**config.mk**
```make
export PLATFORM = sky130hd
export DESIGN_NAME = scu_serial_unit
export DESIGN_NICKNAME = d
export VERILOG_FILES = /design/src/logic/scu_pkg.sv /design/src/logic/scu_sync3.sv /design/src/logic/scu_pair_buf.sv /design/src/logic/scu_serial_unit.sv
export VERILOG_INCLUDE_DIRS = /design/src /design/src/logic
export SDC_FILE = /design/constraint.sdc
export NUM_CORES = 1
export LEC_CHECK = 0
export ABC_AREA = 1
export BUFFER_PORTS_ARGS = -buffer_cell sky130_fd_sc_hd__buf_2
export CAP_MARGIN = 20
export CORE_UTILIZATION = 40
export CTS_BUF_LIST = sky130_fd_sc_hd__clkbuf_16
export DETAILED_ROUTE_END_ITERATION = 10
export GPL_TIMING_DRIVEN = 0
export SETUP_SLACK_MARGIN = 0.4
export SKIP_CTS_REPAIR_TIMING = 1
export SYNTH_ARGS = -nofsm -noshare
export SYNTH_HDL_FRONTEND = slang
export SYNTH_SLANG_ARGS = --single-unit
```
**constraint.sdc**
```tcl
create_clock -name CORE_CLK -period 3.15 [get_ports CORE_CLK]
set_input_delay 0.4725 -clock CORE_CLK [delete_from_list [all_inputs] [get_ports CORE_CLK]]
set_output_delay 0.4725 -clock CORE_CLK [all_outputs]
set_load 0.02 [all_outputs]
```
**src/logic/scu_consts.svh**
```systemverilog
// Purpose: shared constants of the serial unit (counts, reset values, line levels)
// Assumes: one core clock; bit timing derived from a 16x tick
// Notes: definitions only
`ifndef SCU_CONSTS_SVH
`define SCU_CONSTS_SVH

// oversampling: sixteen ticks per bit period
`define SCU_TICK_LAST      4'hf
// tick index at which the sync clock rises (centre of bit)
`define SCU_TICK_MID_PRE   4'h7
// start detect preload: sample lands 8 ticks after the edge tick (16 - 8)
`define SCU_RX_START_LOAD  4'h8
`define SCU_SYNC_BITS      4'h8
`define SCU_IDX_ZERO       4'h0
`define SCU_BYTE_RST       8'h00
`define SCU_FRAME_RST      12'h000
`define SCU_DIV_RST        16'h0000
`define SCU_LINE_IDLE      1'b1

`endif

```
**src/logic/scu_pkg.sv**
```systemverilog
// Purpose: state types of the serial unit
// Assumes: nothing beyond the constants header
// Notes: encodings left to the tool
package scu_pkg;

	typedef enum logic [0:0] {TX_IDLE, TX_RUN} scu_tx_state_t;
	typedef enum logic [0:0] {RX_IDLE, RX_RUN} scu_rx_state_t;

endpackage : scu_pkg

```
**src/logic/scu_sync3.sv**
```systemverilog
// Purpose: three-stage pin synchroniser with agreement filter
// Assumes: input is asynchronous to the clock
// Notes: the level changes only once stages two and three agree
`timescale 1ns/1ps
`include "scu_consts.svh"

module scu_sync3
(
	// clock and reset
	input  wire logic clk,
	input  wire logic rst_n,
	// pin side
	input  wire logic pin_in,
	// filtered level
	output logic      level_out
);

	logic s1_r;
	logic s2_r;
	logic s3_r;
	logic level_nxt;

	always_comb
	begin
		level_nxt = level_out;
		if (s2_r == s3_r)
		begin
			level_nxt = s3_r;
		end
	end

	always_ff @(posedge clk or negedge rst_n)
	begin
		if (!rst_n)
		begin
			s1_r      <= `SCU_LINE_IDLE;
			s2_r      <= `SCU_LINE_IDLE;
			s3_r      <= `SCU_LINE_IDLE;
			level_out <= `SCU_LINE_IDLE;
		end
		else
		begin
			s1_r      <= pin_in;
			s2_r      <= s1_r;
			s3_r      <= s2_r;
			level_out <= level_nxt;
		end
	end

endmodule : scu_sync3

```
**src/logic/scu_pair_buf.sv**
```systemverilog
// Purpose: two-entry byte buffer with valid/ready on both sides
// Assumes: same clock on both sides
// Notes: head and tail registers; outputs come straight from flops
`timescale 1ns/1ps
`include "scu_consts.svh"

module scu_pair_buf
(
	// clock and reset
	input  wire logic       clk,
	input  wire logic       rst_n,
	// fill side
	input  wire logic       in_valid,
	input  wire logic [7:0] in_data,
	output logic            in_ready,
	// drain side
	output logic            out_valid,
	output logic      [7:0] out_data,
	input  wire logic       out_ready
);

	logic [7:0] tail_r;
	logic       tail_v_r;
	logic [7:0] head_nxt;
	logic       head_v_nxt;
	logic [7:0] tail_nxt;
	logic       tail_v_nxt;
	logic       push;
	logic       pop;

	assign in_ready = !tail_v_r;

	always_comb
	begin
		head_nxt   = out_data;
		head_v_nxt = out_valid;
		tail_nxt   = tail_r;
		tail_v_nxt = tail_v_r;
		pop        = out_ready && out_valid;
		push       = in_valid && !tail_v_r;
		if (pop)
		begin
			head_nxt   = tail_r;
			head_v_nxt = tail_v_r;
			tail_v_nxt = 1'b0;
		end
		if (push)
		begin
			if (!head_v_nxt)
			begin
				head_nxt   = in_data;
				head_v_nxt = 1'b1;
			end
			else
			begin
				tail_nxt   = in_data;
				tail_v_nxt = 1'b1;
			end
		end
	end

	always_ff @(posedge clk or negedge rst_n)
	begin
		if (!rst_n)
		begin
			out_data  <= `SCU_BYTE_RST;
			out_valid <= 1'b0;
			tail_r    <= `SCU_BYTE_RST;
			tail_v_r  <= 1'b0;
		end
		else
		begin
			out_data  <= head_nxt;
			out_valid <= head_v_nxt;
			tail_r    <= tail_nxt;
			tail_v_r  <= tail_v_nxt;
		end
	end

endmodule : scu_pair_buf

```
**src/logic/scu_serial_unit.sv**
```systemverilog
// Purpose: serial_comm_unit transmit path, receive path and error flags
// Assumes: BAUD_DIV + 1 core clocks per 16x tick; config stable while busy
// Notes: received bytes drain through a two-entry buffer; a stall keeps
//        the receive-full flag set and so leads to overrun
`timescale 1ns/1ps
`include "scu_consts.svh"

// Notes on behaviour
// - A write to the transmit holding register is taken at any time, whatever the empty flag shows.
// - A write while the empty flag is clear replaces the pending byte, which is never sent unless a load takes it in that same cycle.
// - An overrun sets the overrun flag and any coinciding framing and parity flags, keeps receive-full and drops the byte.
// - Framing or parity errors without overrun set their flags, leave receive-full clear and still store the byte.
// - A continuous low line gives a framing error with zero stored as the byte.
// - During a break the receiver keeps framing, so a cleared framing flag is set again.
// - In asynchronous mode the sampling tick runs at sixteen times the bit rate.
// - The start edge is found by sampling the receive line on every tick.
// - Every bit of the frame, start, parity and stop included, is sampled at the bit centre.
// - Asynchronous frames from 9 to 12 bit periods are supported.
// - In synchronous mode no transmission starts while the overrun flag is set.
// - A byte completing while receive-full is still set is an overrun.
// - The receive-error request is the OR of the overrun, framing and parity flags.
module scu_serial_unit
	import scu_pkg::*;
(
	// clock and reset
	input  wire logic        CORE_CLK,
	input  wire logic        RST_N,
	// configuration
	input  wire logic        SYNC_MODE,
	input  wire logic        TX_EN,
	input  wire logic        RX_EN,
	input  wire logic        DATA7,
	input  wire logic        PARITY_EN,
	input  wire logic        PARITY_ODD,
	input  wire logic        TWO_STOP,
	input  wire logic [15:0] BAUD_DIV,
	// transmit holding register write
	input  wire logic        TX_WR,
	input  wire logic  [7:0] TX_DATA,
	// flag clears
	input  wire logic        RX_FULL_CLR,
	input  wire logic        OVR_CLR,
	input  wire logic        FER_CLR,
	input  wire logic        PER_CLR,
	// received byte stream
	output logic       [7:0] RX_DATA,
	output logic             RX_VALID,
	input  wire logic        RX_READY,
	// line
	input  wire logic        RXD,
	output logic             TXD,
	output logic             SCK_OUT,
	// status
	output logic             TX_EMPTY,
	output logic             RX_FULL,
	output logic             OVERRUN,
	output logic             FRAMING_ERR,
	output logic             PARITY_ERR,
	output logic             RX_ERR_REQ,
	output logic       [7:0] RX_HOLD
);

	// number of data bits for the current format
	function automatic logic [3:0] f_dbits(input logic d7);
		f_dbits = d7 ? 4'h7 : 4'h8;
	endfunction : f_dbits

	// total frame length, 9 to 12 bit periods
	function automatic logic [3:0] f_len(input logic d7, input logic pe, input logic two);
		f_len = 4'h1 + f_dbits(d7) + {3'h0, pe} + (two ? 4'h2 : 4'h1);
	endfunction : f_len

	function automatic logic f_par(input logic [7:0] d, input logic d7, input logic odd);
		f_par = (d7 ? ^d[6:0] : ^d) ^ odd;
	endfunction : f_par

	logic              rxd_s;
	logic              buf_in_ready;
	logic       [15:0] div_r;
	logic       [15:0] div_nxt;
	logic              tick;
	// transmit group
	scu_tx_state_t     tx_state_r;
	scu_tx_state_t     tx_state_nxt;
	logic       [11:0] tx_sh_r;
	logic       [11:0] tx_sh_nxt;
	logic        [3:0] tx_len_r;
	logic        [3:0] tx_len_nxt;
	logic        [3:0] tx_idx_r;
	logic        [3:0] tx_idx_nxt;
	logic        [3:0] tx_tc_r;
	logic        [3:0] tx_tc_nxt;
	logic        [7:0] tx_hold_r;
	logic        [7:0] tx_hold_nxt;
	logic              tx_empty_nxt;
	logic              txd_nxt;
	logic              sck_nxt;
	logic              sck_rise;
	// receive group
	scu_rx_state_t     rx_state_r;
	scu_rx_state_t     rx_state_nxt;
	logic       [11:0] rx_sh_r;
	logic       [11:0] rx_sh_nxt;
	logic        [3:0] rx_idx_r;
	logic        [3:0] rx_idx_nxt;
	logic        [3:0] rx_tc_r;
	logic        [3:0] rx_tc_nxt;
	logic              rx_prev_r;
	logic              rx_prev_nxt;
	logic              brk_r;
	logic              brk_nxt;
	logic        [7:0] rx_hold_nxt;
	logic              full_nxt;
	logic              ovr_nxt;
	logic              fer_nxt;
	logic              per_nxt;
	logic              done;
	logic              fe;
	logic              pe;
	logic        [7:0] rdat;
	logic        [3:0] pidx;
	logic        [3:0] sidx;

	scu_sync3 u_rxd_sync
	(
		.clk       (CORE_CLK),
		.rst_n     (RST_N),
		.pin_in    (RXD),
		.level_out (rxd_s)
	);

	scu_pair_buf u_rx_buf
	(
		.clk       (CORE_CLK),
		.rst_n     (RST_N),
		.in_valid  (RX_FULL),
		.in_data   (RX_HOLD),
		.in_ready  (buf_in_ready),
		.out_valid (RX_VALID),
		.out_data  (RX_DATA),
		.out_ready (RX_READY)
	);

	// 16x sampling tick from the bit-rate divider
	always_comb
	begin
		tick    = (div_r == `SCU_DIV_RST);
		div_nxt = tick ? BAUD_DIV : div_r - 16'h0001;
	end

	always_ff @(posedge CORE_CLK or negedge RST_N)
	begin
		if (!RST_N)
		begin
			div_r <= `SCU_DIV_RST;
		end
		else
		begin
			div_r <= div_nxt;
		end
	end

	// transmit path
	always_comb
	begin
		tx_state_nxt = tx_state_r;
		tx_sh_nxt    = tx_sh_r;
		tx_len_nxt   = tx_len_r;
		tx_idx_nxt   = tx_idx_r;
		tx_tc_nxt    = tx_tc_r;
		tx_hold_nxt  = tx_hold_r;
		tx_empty_nxt = TX_EMPTY;
		txd_nxt      = TXD;
		sck_nxt      = SCK_OUT;
		sck_rise     = 1'b0;
		case (tx_state_r)
			TX_IDLE:
			begin
				if (!SYNC_MODE)
				begin
					txd_nxt = `SCU_LINE_IDLE;
				end
				// a set overrun flag holds off synchronous starts
				if (TX_EN && !TX_EMPTY && !(SYNC_MODE && OVERRUN))
				begin
					if (SYNC_MODE)
					begin
						tx_sh_nxt  = {4'h0, tx_hold_r};
						tx_len_nxt = `SCU_SYNC_BITS;
						sck_nxt    = 1'b0;
					end
					else
					begin
						tx_sh_nxt = 12'hfff;
						tx_sh_nxt[0] = 1'b0;
						tx_sh_nxt[8:1] = DATA7 ? {1'b1, tx_hold_r[6:0]} : tx_hold_r;
						if (PARITY_EN)
						begin
							tx_sh_nxt[f_dbits(DATA7) + 4'h1] = f_par(tx_hold_r, DATA7, PARITY_ODD);
						end
						tx_len_nxt = f_len(DATA7, PARITY_EN, TWO_STOP);
					end
					txd_nxt      = SYNC_MODE ? tx_hold_r[0] : 1'b0;
					tx_idx_nxt   = `SCU_IDX_ZERO;
					tx_tc_nxt    = `SCU_IDX_ZERO;
					tx_empty_nxt = 1'b1;
					tx_state_nxt = TX_RUN;
				end
			end
			TX_RUN:
			begin
				if (tick)
				begin
					tx_tc_nxt = tx_tc_r + 4'h1;
					if (SYNC_MODE && tx_tc_r == `SCU_TICK_MID_PRE)
					begin
						sck_nxt  = 1'b1;
						sck_rise = 1'b1;
					end
					if (tx_tc_r == `SCU_TICK_LAST)
					begin
						if (tx_idx_r + 4'h1 == tx_len_r)
						begin
							tx_state_nxt = TX_IDLE;
						end
						else
						begin
							tx_idx_nxt = tx_idx_r + 4'h1;
							txd_nxt    = tx_sh_r[tx_idx_r + 4'h1];
							sck_nxt    = !SYNC_MODE;
						end
					end
				end
			end
			default:
			begin
				tx_state_nxt = TX_IDLE;
			end
		endcase
		// the write wins over a same-cycle load; a pending byte is replaced
		if (TX_WR)
		begin
			tx_hold_nxt  = TX_DATA;
			tx_empty_nxt = 1'b0;
		end
	end

	always_ff @(posedge CORE_CLK or negedge RST_N)
	begin
		if (!RST_N)
		begin
			tx_state_r <= TX_IDLE;
			tx_sh_r    <= `SCU_FRAME_RST;
			tx_len_r   <= `SCU_IDX_ZERO;
			tx_idx_r   <= `SCU_IDX_ZERO;
			tx_tc_r    <= `SCU_IDX_ZERO;
			tx_hold_r  <= `SCU_BYTE_RST;
			TX_EMPTY   <= 1'b1;
			TXD        <= `SCU_LINE_IDLE;
			SCK_OUT    <= 1'b1;
		end
		else
		begin
			tx_state_r <= tx_state_nxt;
			tx_sh_r    <= tx_sh_nxt;
			tx_len_r   <= tx_len_nxt;
			tx_idx_r   <= tx_idx_nxt;
			tx_tc_r    <= tx_tc_nxt;
			tx_hold_r  <= tx_hold_nxt;
			TX_EMPTY   <= tx_empty_nxt;
			TXD        <= txd_nxt;
			SCK_OUT    <= sck_nxt;
		end
	end

	// receive path and error flags
	always_comb
	begin
		rx_state_nxt = rx_state_r;
		rx_sh_nxt    = rx_sh_r;
		rx_idx_nxt   = rx_idx_r;
		rx_tc_nxt    = rx_tc_r;
		rx_prev_nxt  = rx_prev_r;
		brk_nxt      = brk_r;
		rx_hold_nxt  = RX_HOLD;
		done         = 1'b0;
		fe           = 1'b0;
		pe           = 1'b0;
		if (tick)
		begin
			rx_prev_nxt = rxd_s;
		end
		if (SYNC_MODE)
		begin
			rx_state_nxt = RX_IDLE;
			// synchronous data is taken on the rising clock edge
			if (sck_rise && RX_EN)
			begin
				rx_sh_nxt[rx_idx_r] = rxd_s;
				rx_idx_nxt = rx_idx_r + 4'h1;
				if (rx_idx_r == `SCU_SYNC_BITS - 4'h1)
				begin
					done       = 1'b1;
					rx_idx_nxt = `SCU_IDX_ZERO;
				end
			end
		end
		else
		begin
			case (rx_state_r)
				RX_IDLE:
				begin
					rx_idx_nxt = `SCU_IDX_ZERO;
					if (rxd_s)
					begin
						brk_nxt = 1'b0;
					end
					// after a zero stop bit a still-low line starts the next frame
					if (RX_EN && tick && !rxd_s && (rx_prev_r || brk_r))
					begin
						rx_tc_nxt    = `SCU_RX_START_LOAD;
						rx_state_nxt = RX_RUN;
					end
				end
				RX_RUN:
				begin
					if (tick)
					begin
						rx_tc_nxt = rx_tc_r + 4'h1;
						if (rx_tc_r == `SCU_TICK_LAST)
						begin
							rx_sh_nxt[rx_idx_r] = rxd_s;
							rx_idx_nxt = rx_idx_r + 4'h1;
							if (rx_idx_r == `SCU_IDX_ZERO && rxd_s)
							begin
								// glitch, not a start bit
								rx_state_nxt = RX_IDLE;
							end
							else if (rx_idx_r + 4'h1 == f_len(DATA7, PARITY_EN, TWO_STOP))
							begin
								done         = 1'b1;
								brk_nxt      = !rxd_s;
								rx_state_nxt = RX_IDLE;
							end
						end
					end
				end
				default:
				begin
					rx_state_nxt = RX_IDLE;
				end
			endcase
		end
		rdat = DATA7 ? {1'b0, rx_sh_nxt[7:1]} : rx_sh_nxt[8:1];
		pidx = f_dbits(DATA7) + 4'h1;
		sidx = pidx + {3'h0, PARITY_EN};
		if (SYNC_MODE)
		begin
			rdat = rx_sh_nxt[7:0];
		end
		else
		begin
			// a line held low yields zero data and a zero stop bit
			fe = !rx_sh_nxt[sidx] || (TWO_STOP && !rx_sh_nxt[sidx + 4'h1]);
			pe = PARITY_EN && (rx_sh_nxt[pidx] != f_par(rdat, DATA7, PARITY_ODD));
		end
		full_nxt = RX_FULL && !RX_FULL_CLR && !buf_in_ready;
		ovr_nxt  = OVERRUN && !OVR_CLR;
		fer_nxt  = FRAMING_ERR && !FER_CLR;
		per_nxt  = PARITY_ERR && !PER_CLR;
		if (done)
		begin
			if (RX_FULL)
			begin
				// keep the old byte and full flag; flag every coinciding error
				full_nxt = 1'b1;
				ovr_nxt  = 1'b1;
				fer_nxt  = fer_nxt || fe;
				per_nxt  = per_nxt || pe;
			end
			else if (!OVERRUN)
			begin
				// bytes are dropped until software clears a pending overrun
				rx_hold_nxt = rdat;
				full_nxt    = !fe && !pe;
				fer_nxt     = fer_nxt || fe;
				per_nxt     = per_nxt || pe;
			end
		end
	end

	always_ff @(posedge CORE_CLK or negedge RST_N)
	begin
		if (!RST_N)
		begin
			rx_state_r  <= RX_IDLE;
			rx_sh_r     <= `SCU_FRAME_RST;
			rx_idx_r    <= `SCU_IDX_ZERO;
			rx_tc_r     <= `SCU_IDX_ZERO;
			rx_prev_r   <= `SCU_LINE_IDLE;
			brk_r       <= 1'b0;
			RX_HOLD     <= `SCU_BYTE_RST;
			RX_FULL     <= 1'b0;
			OVERRUN     <= 1'b0;
			FRAMING_ERR <= 1'b0;
			PARITY_ERR  <= 1'b0;
			RX_ERR_REQ  <= 1'b0;
		end
		else
		begin
			rx_state_r  <= rx_state_nxt;
			rx_sh_r     <= rx_sh_nxt;
			rx_idx_r    <= rx_idx_nxt;
			rx_tc_r     <= rx_tc_nxt;
			rx_prev_r   <= rx_prev_nxt;
			brk_r       <= brk_nxt;
			RX_HOLD     <= rx_hold_nxt;
			RX_FULL     <= full_nxt;
			OVERRUN     <= ovr_nxt;
			FRAMING_ERR <= fer_nxt;
			PARITY_ERR  <= per_nxt;
			RX_ERR_REQ  <= ovr_nxt || fer_nxt || per_nxt;
		end
	end

endmodule : scu_serial_unit

```
==> results.md <==
- Status: finished clean
- Yosys top cell area share: 0.411
- Worst-path clk slew: 0.07 ns
- Share of cells above drive strength 1: 0.190
- Core Area: 14,800 µm²
- Most common cell after layout, fill and taps aside: nand2_1
- CTS tree: yes
- Routed WL: 15,100 µm
- Die width: 126 µm
- Synthesis Warnings: 0
- Largest net degree at the start of global routing: 84
- Max cap viols: 0
- Post-Syn Instances: approximately 800
- Mapped Area: 6150 µm²
- Main area contributors after synthesis: dfrtp_1 (41%), nand2_1 (12%), o21ai_0 (6.3%)
- Hold crit path type: input port to flop
- Design Area, Final: 7330 µm²
- # DRC: 0
- Rows: 44
- Startpoint Class: input port
- Root buf cell: clkbuf_16
- Most used DFF post-synth: dfrtp_1
- Pre-CTS setup slack: -0.202 ns
- Initial DRC Count: 287
- Slew HR: 0.540
- Power Dens Cells: around 480 nW/µm²
- Asr flop ratio synth: 1.00
- Leakage: 0.00365 µW
- H-tree Lvls: 3
- Placed cell areas: 6750 µm²
- Slew @ Worst Pin: between 0.6 and 0.7 ns
- IO Port Bufs: 64
- Final worst setup slack: 0.454 ns
- Reg area: 2740 µm²
- Synthesized flop and latch total: ~110
- GP Congestion: 0.790
- Nets: 944
- Die Height: 126 µm
- Post-route ant nets: 0
- Cell taking the most area after synthesis: dfrtp_1
- Final Hold Vio Count: 0
- Detailed Place HPWL: between 10,000 and 15,000 µm
- Layout Cells excl Fill: 1,080
- Io pins: 65
- Avg WL per Cell: 14.0 µm
- Antenna Cells: 0
- TritonRoute pass-1 iters: 5
- Vias in the first global route: 5,344
- Total CTS buffers: 9
- Insertion delay to the later sink of the worst-skew pair: 0.36 ns
- Routed vias: 5,485
- Placed cell count: 1,047
- CTS sink count: ~110
- First-pass GRT wire length: 25,600 µm
- Grt ovf: 0
- Total power: 3520 µW
- Min-delay src: RXD
- Post-synthesis sequential area ratio: 0.445
- Synth unique cells: 47
- Final period util: 0.856
- Initial antenna violation count: 0
- Post-synth EDFFs: 0
- Area of the multi-input gates: 3010 µm²
- Worst reg2reg path startpoint: div_r[1]
- Worst vdd ir: 275 µV
- Clock buffer depth: 2
- Unrepaired setup endpoints after global routing: yes
- Area added between synthesis and finish: 19.1%
- Commonest non-fill, non-tap cells in the layout: nand2_1 (191), dfrtp_1 (100), inv_1 (92)
- Final core occ: 0.497
- Final Critical Period: 2.70 ns
- Post-Syn Area per Cell: 7.71 µm²
- Gr usage total: 0.203
- Fmax: 371 MHz
- Critical path origin: DATA7
- Filler cell count: 1,489
- Fin Clk Skew: 0.00828 ns
- Vias per cell: 5.08
- Crit Path Class: input port to flop
- Required time worst endpoint: 3.40 ns
- CP arrival: 2.95 ns
- Crit. End Element: flop
- Final Setup Violations: 0
- Slew Viols, Final: 0
- Initial core utilization: 0.417
- Net Count, Synth: 851
- CP Max Fanout: 10
- Die Area: 15,900 µm²
-- per-stage QoR --
stage	TNS [ns]	hold slack (ns)
after floorplan	0	0.177
after global placement	-0.854	0.350
after detailed placement	-1.41	0.350
after CTS	0	-0.0277
after global routing	0	0.185
final	0	0.205
-- flip-flops by register name, summed over array words and instances (netlist names), 4 cells and up --
register,count
div_r,16
rx_sh_r,12
tx_sh_r,11
RX_HOLD,8
tx_hold_r,8
u_rx_buf.out_data,8
u_rx_buf.tail_r,8
rx_idx_r,4
rx_tc_r,4
tx_idx_r,4
tx_len_r,4
tx_tc_r,4
-- report_power, final --
part,internal (µW),switching (µW)
combinational,277,456
clock,614,535
sequential,1530,105
-- cell families after synthesis --
logic type / Yosys count / synth area share
fa+ha+maj: 14 / 0.0293
simple gates: 370 / 0.268
buf+inv: 130 / 0.0852
xor+xnor: 25 / 0.0356
mux: 1 / 0.00163
compound gates: 149 / 0.136
flops: 109 / 0.445
-- metal layers --
layer	GRT usage	up-vias	part of all wire
li1	-	2800	-
met1	0.270	2582	0.48
met2	0.328	87	0.47
met3	0.0489	16	0.037
met4	0.0574	0	0.014
met5	0	-	0
-- area by class of cell --
type,count,share of cell area
buffer,24,0.0179
tap,184,0.0314
multi-input combinational,559,0.411
clock inverter,7,0.00888
inverter,106,0.0550
sequential,109,0.374
timing repair buffer,82,0.0712
clock buffer,9,0.0307
-- synth_stat cells, types with 6 or more instances --
master and instances:
o211ai_1 9, a21oi_1 29, buf_2 6, ha_1 12, nor2_1 64, nand2_1 194, dfstp_2 8, nor2_2 6
nand4_1 20, xnor2_1 9, inv_1 96, a31oi_1 16, xor2_1 16, clkbuf_1 13, o21ai_0 77, nand2_2 7
dfrtp_1 101, nand3_1 56, inv_2 8
-- critical path: stages --
cell	delay, ns
buf_6	0.10
inv_4	0.04
ha_4	0.24
ha_4	0.16
fa_1	0.48
inv_2	0.08
nor2_1	0.04
nor4_1	0.29
nand2_1	0.16
inv_2	0.09
nand3_2	0.08
o21ai_4	0.11
inv_2	0.09
nor2_4	0.14
nand2_4	0.08
buf_8	0.15
nor2_1	0.09
a21oi_1	0.05
-- worst paths after layout --
| path | to | slack [ns] | cells after the start |
|---|---|---|---|
| worst max-delay path | RX_HOLD[6] | 0.45 | 18 |
| worst min-delay path | u_rxd_sync.s1_r | 0.21 | 1 |
| worst max register to register | RX_ERR_REQ | 0.59 | 18 |
| worst min register to register | u_rxd_sync.s2_r | 0.36 | 0 |
| max in group asynchronous | RX_HOLD[5] | 1.90 | 3 |
| min in group asynchronous | tx_state_r | 0.54 | 2 |
No activity file was read; power rests on OpenSTA's default activity.
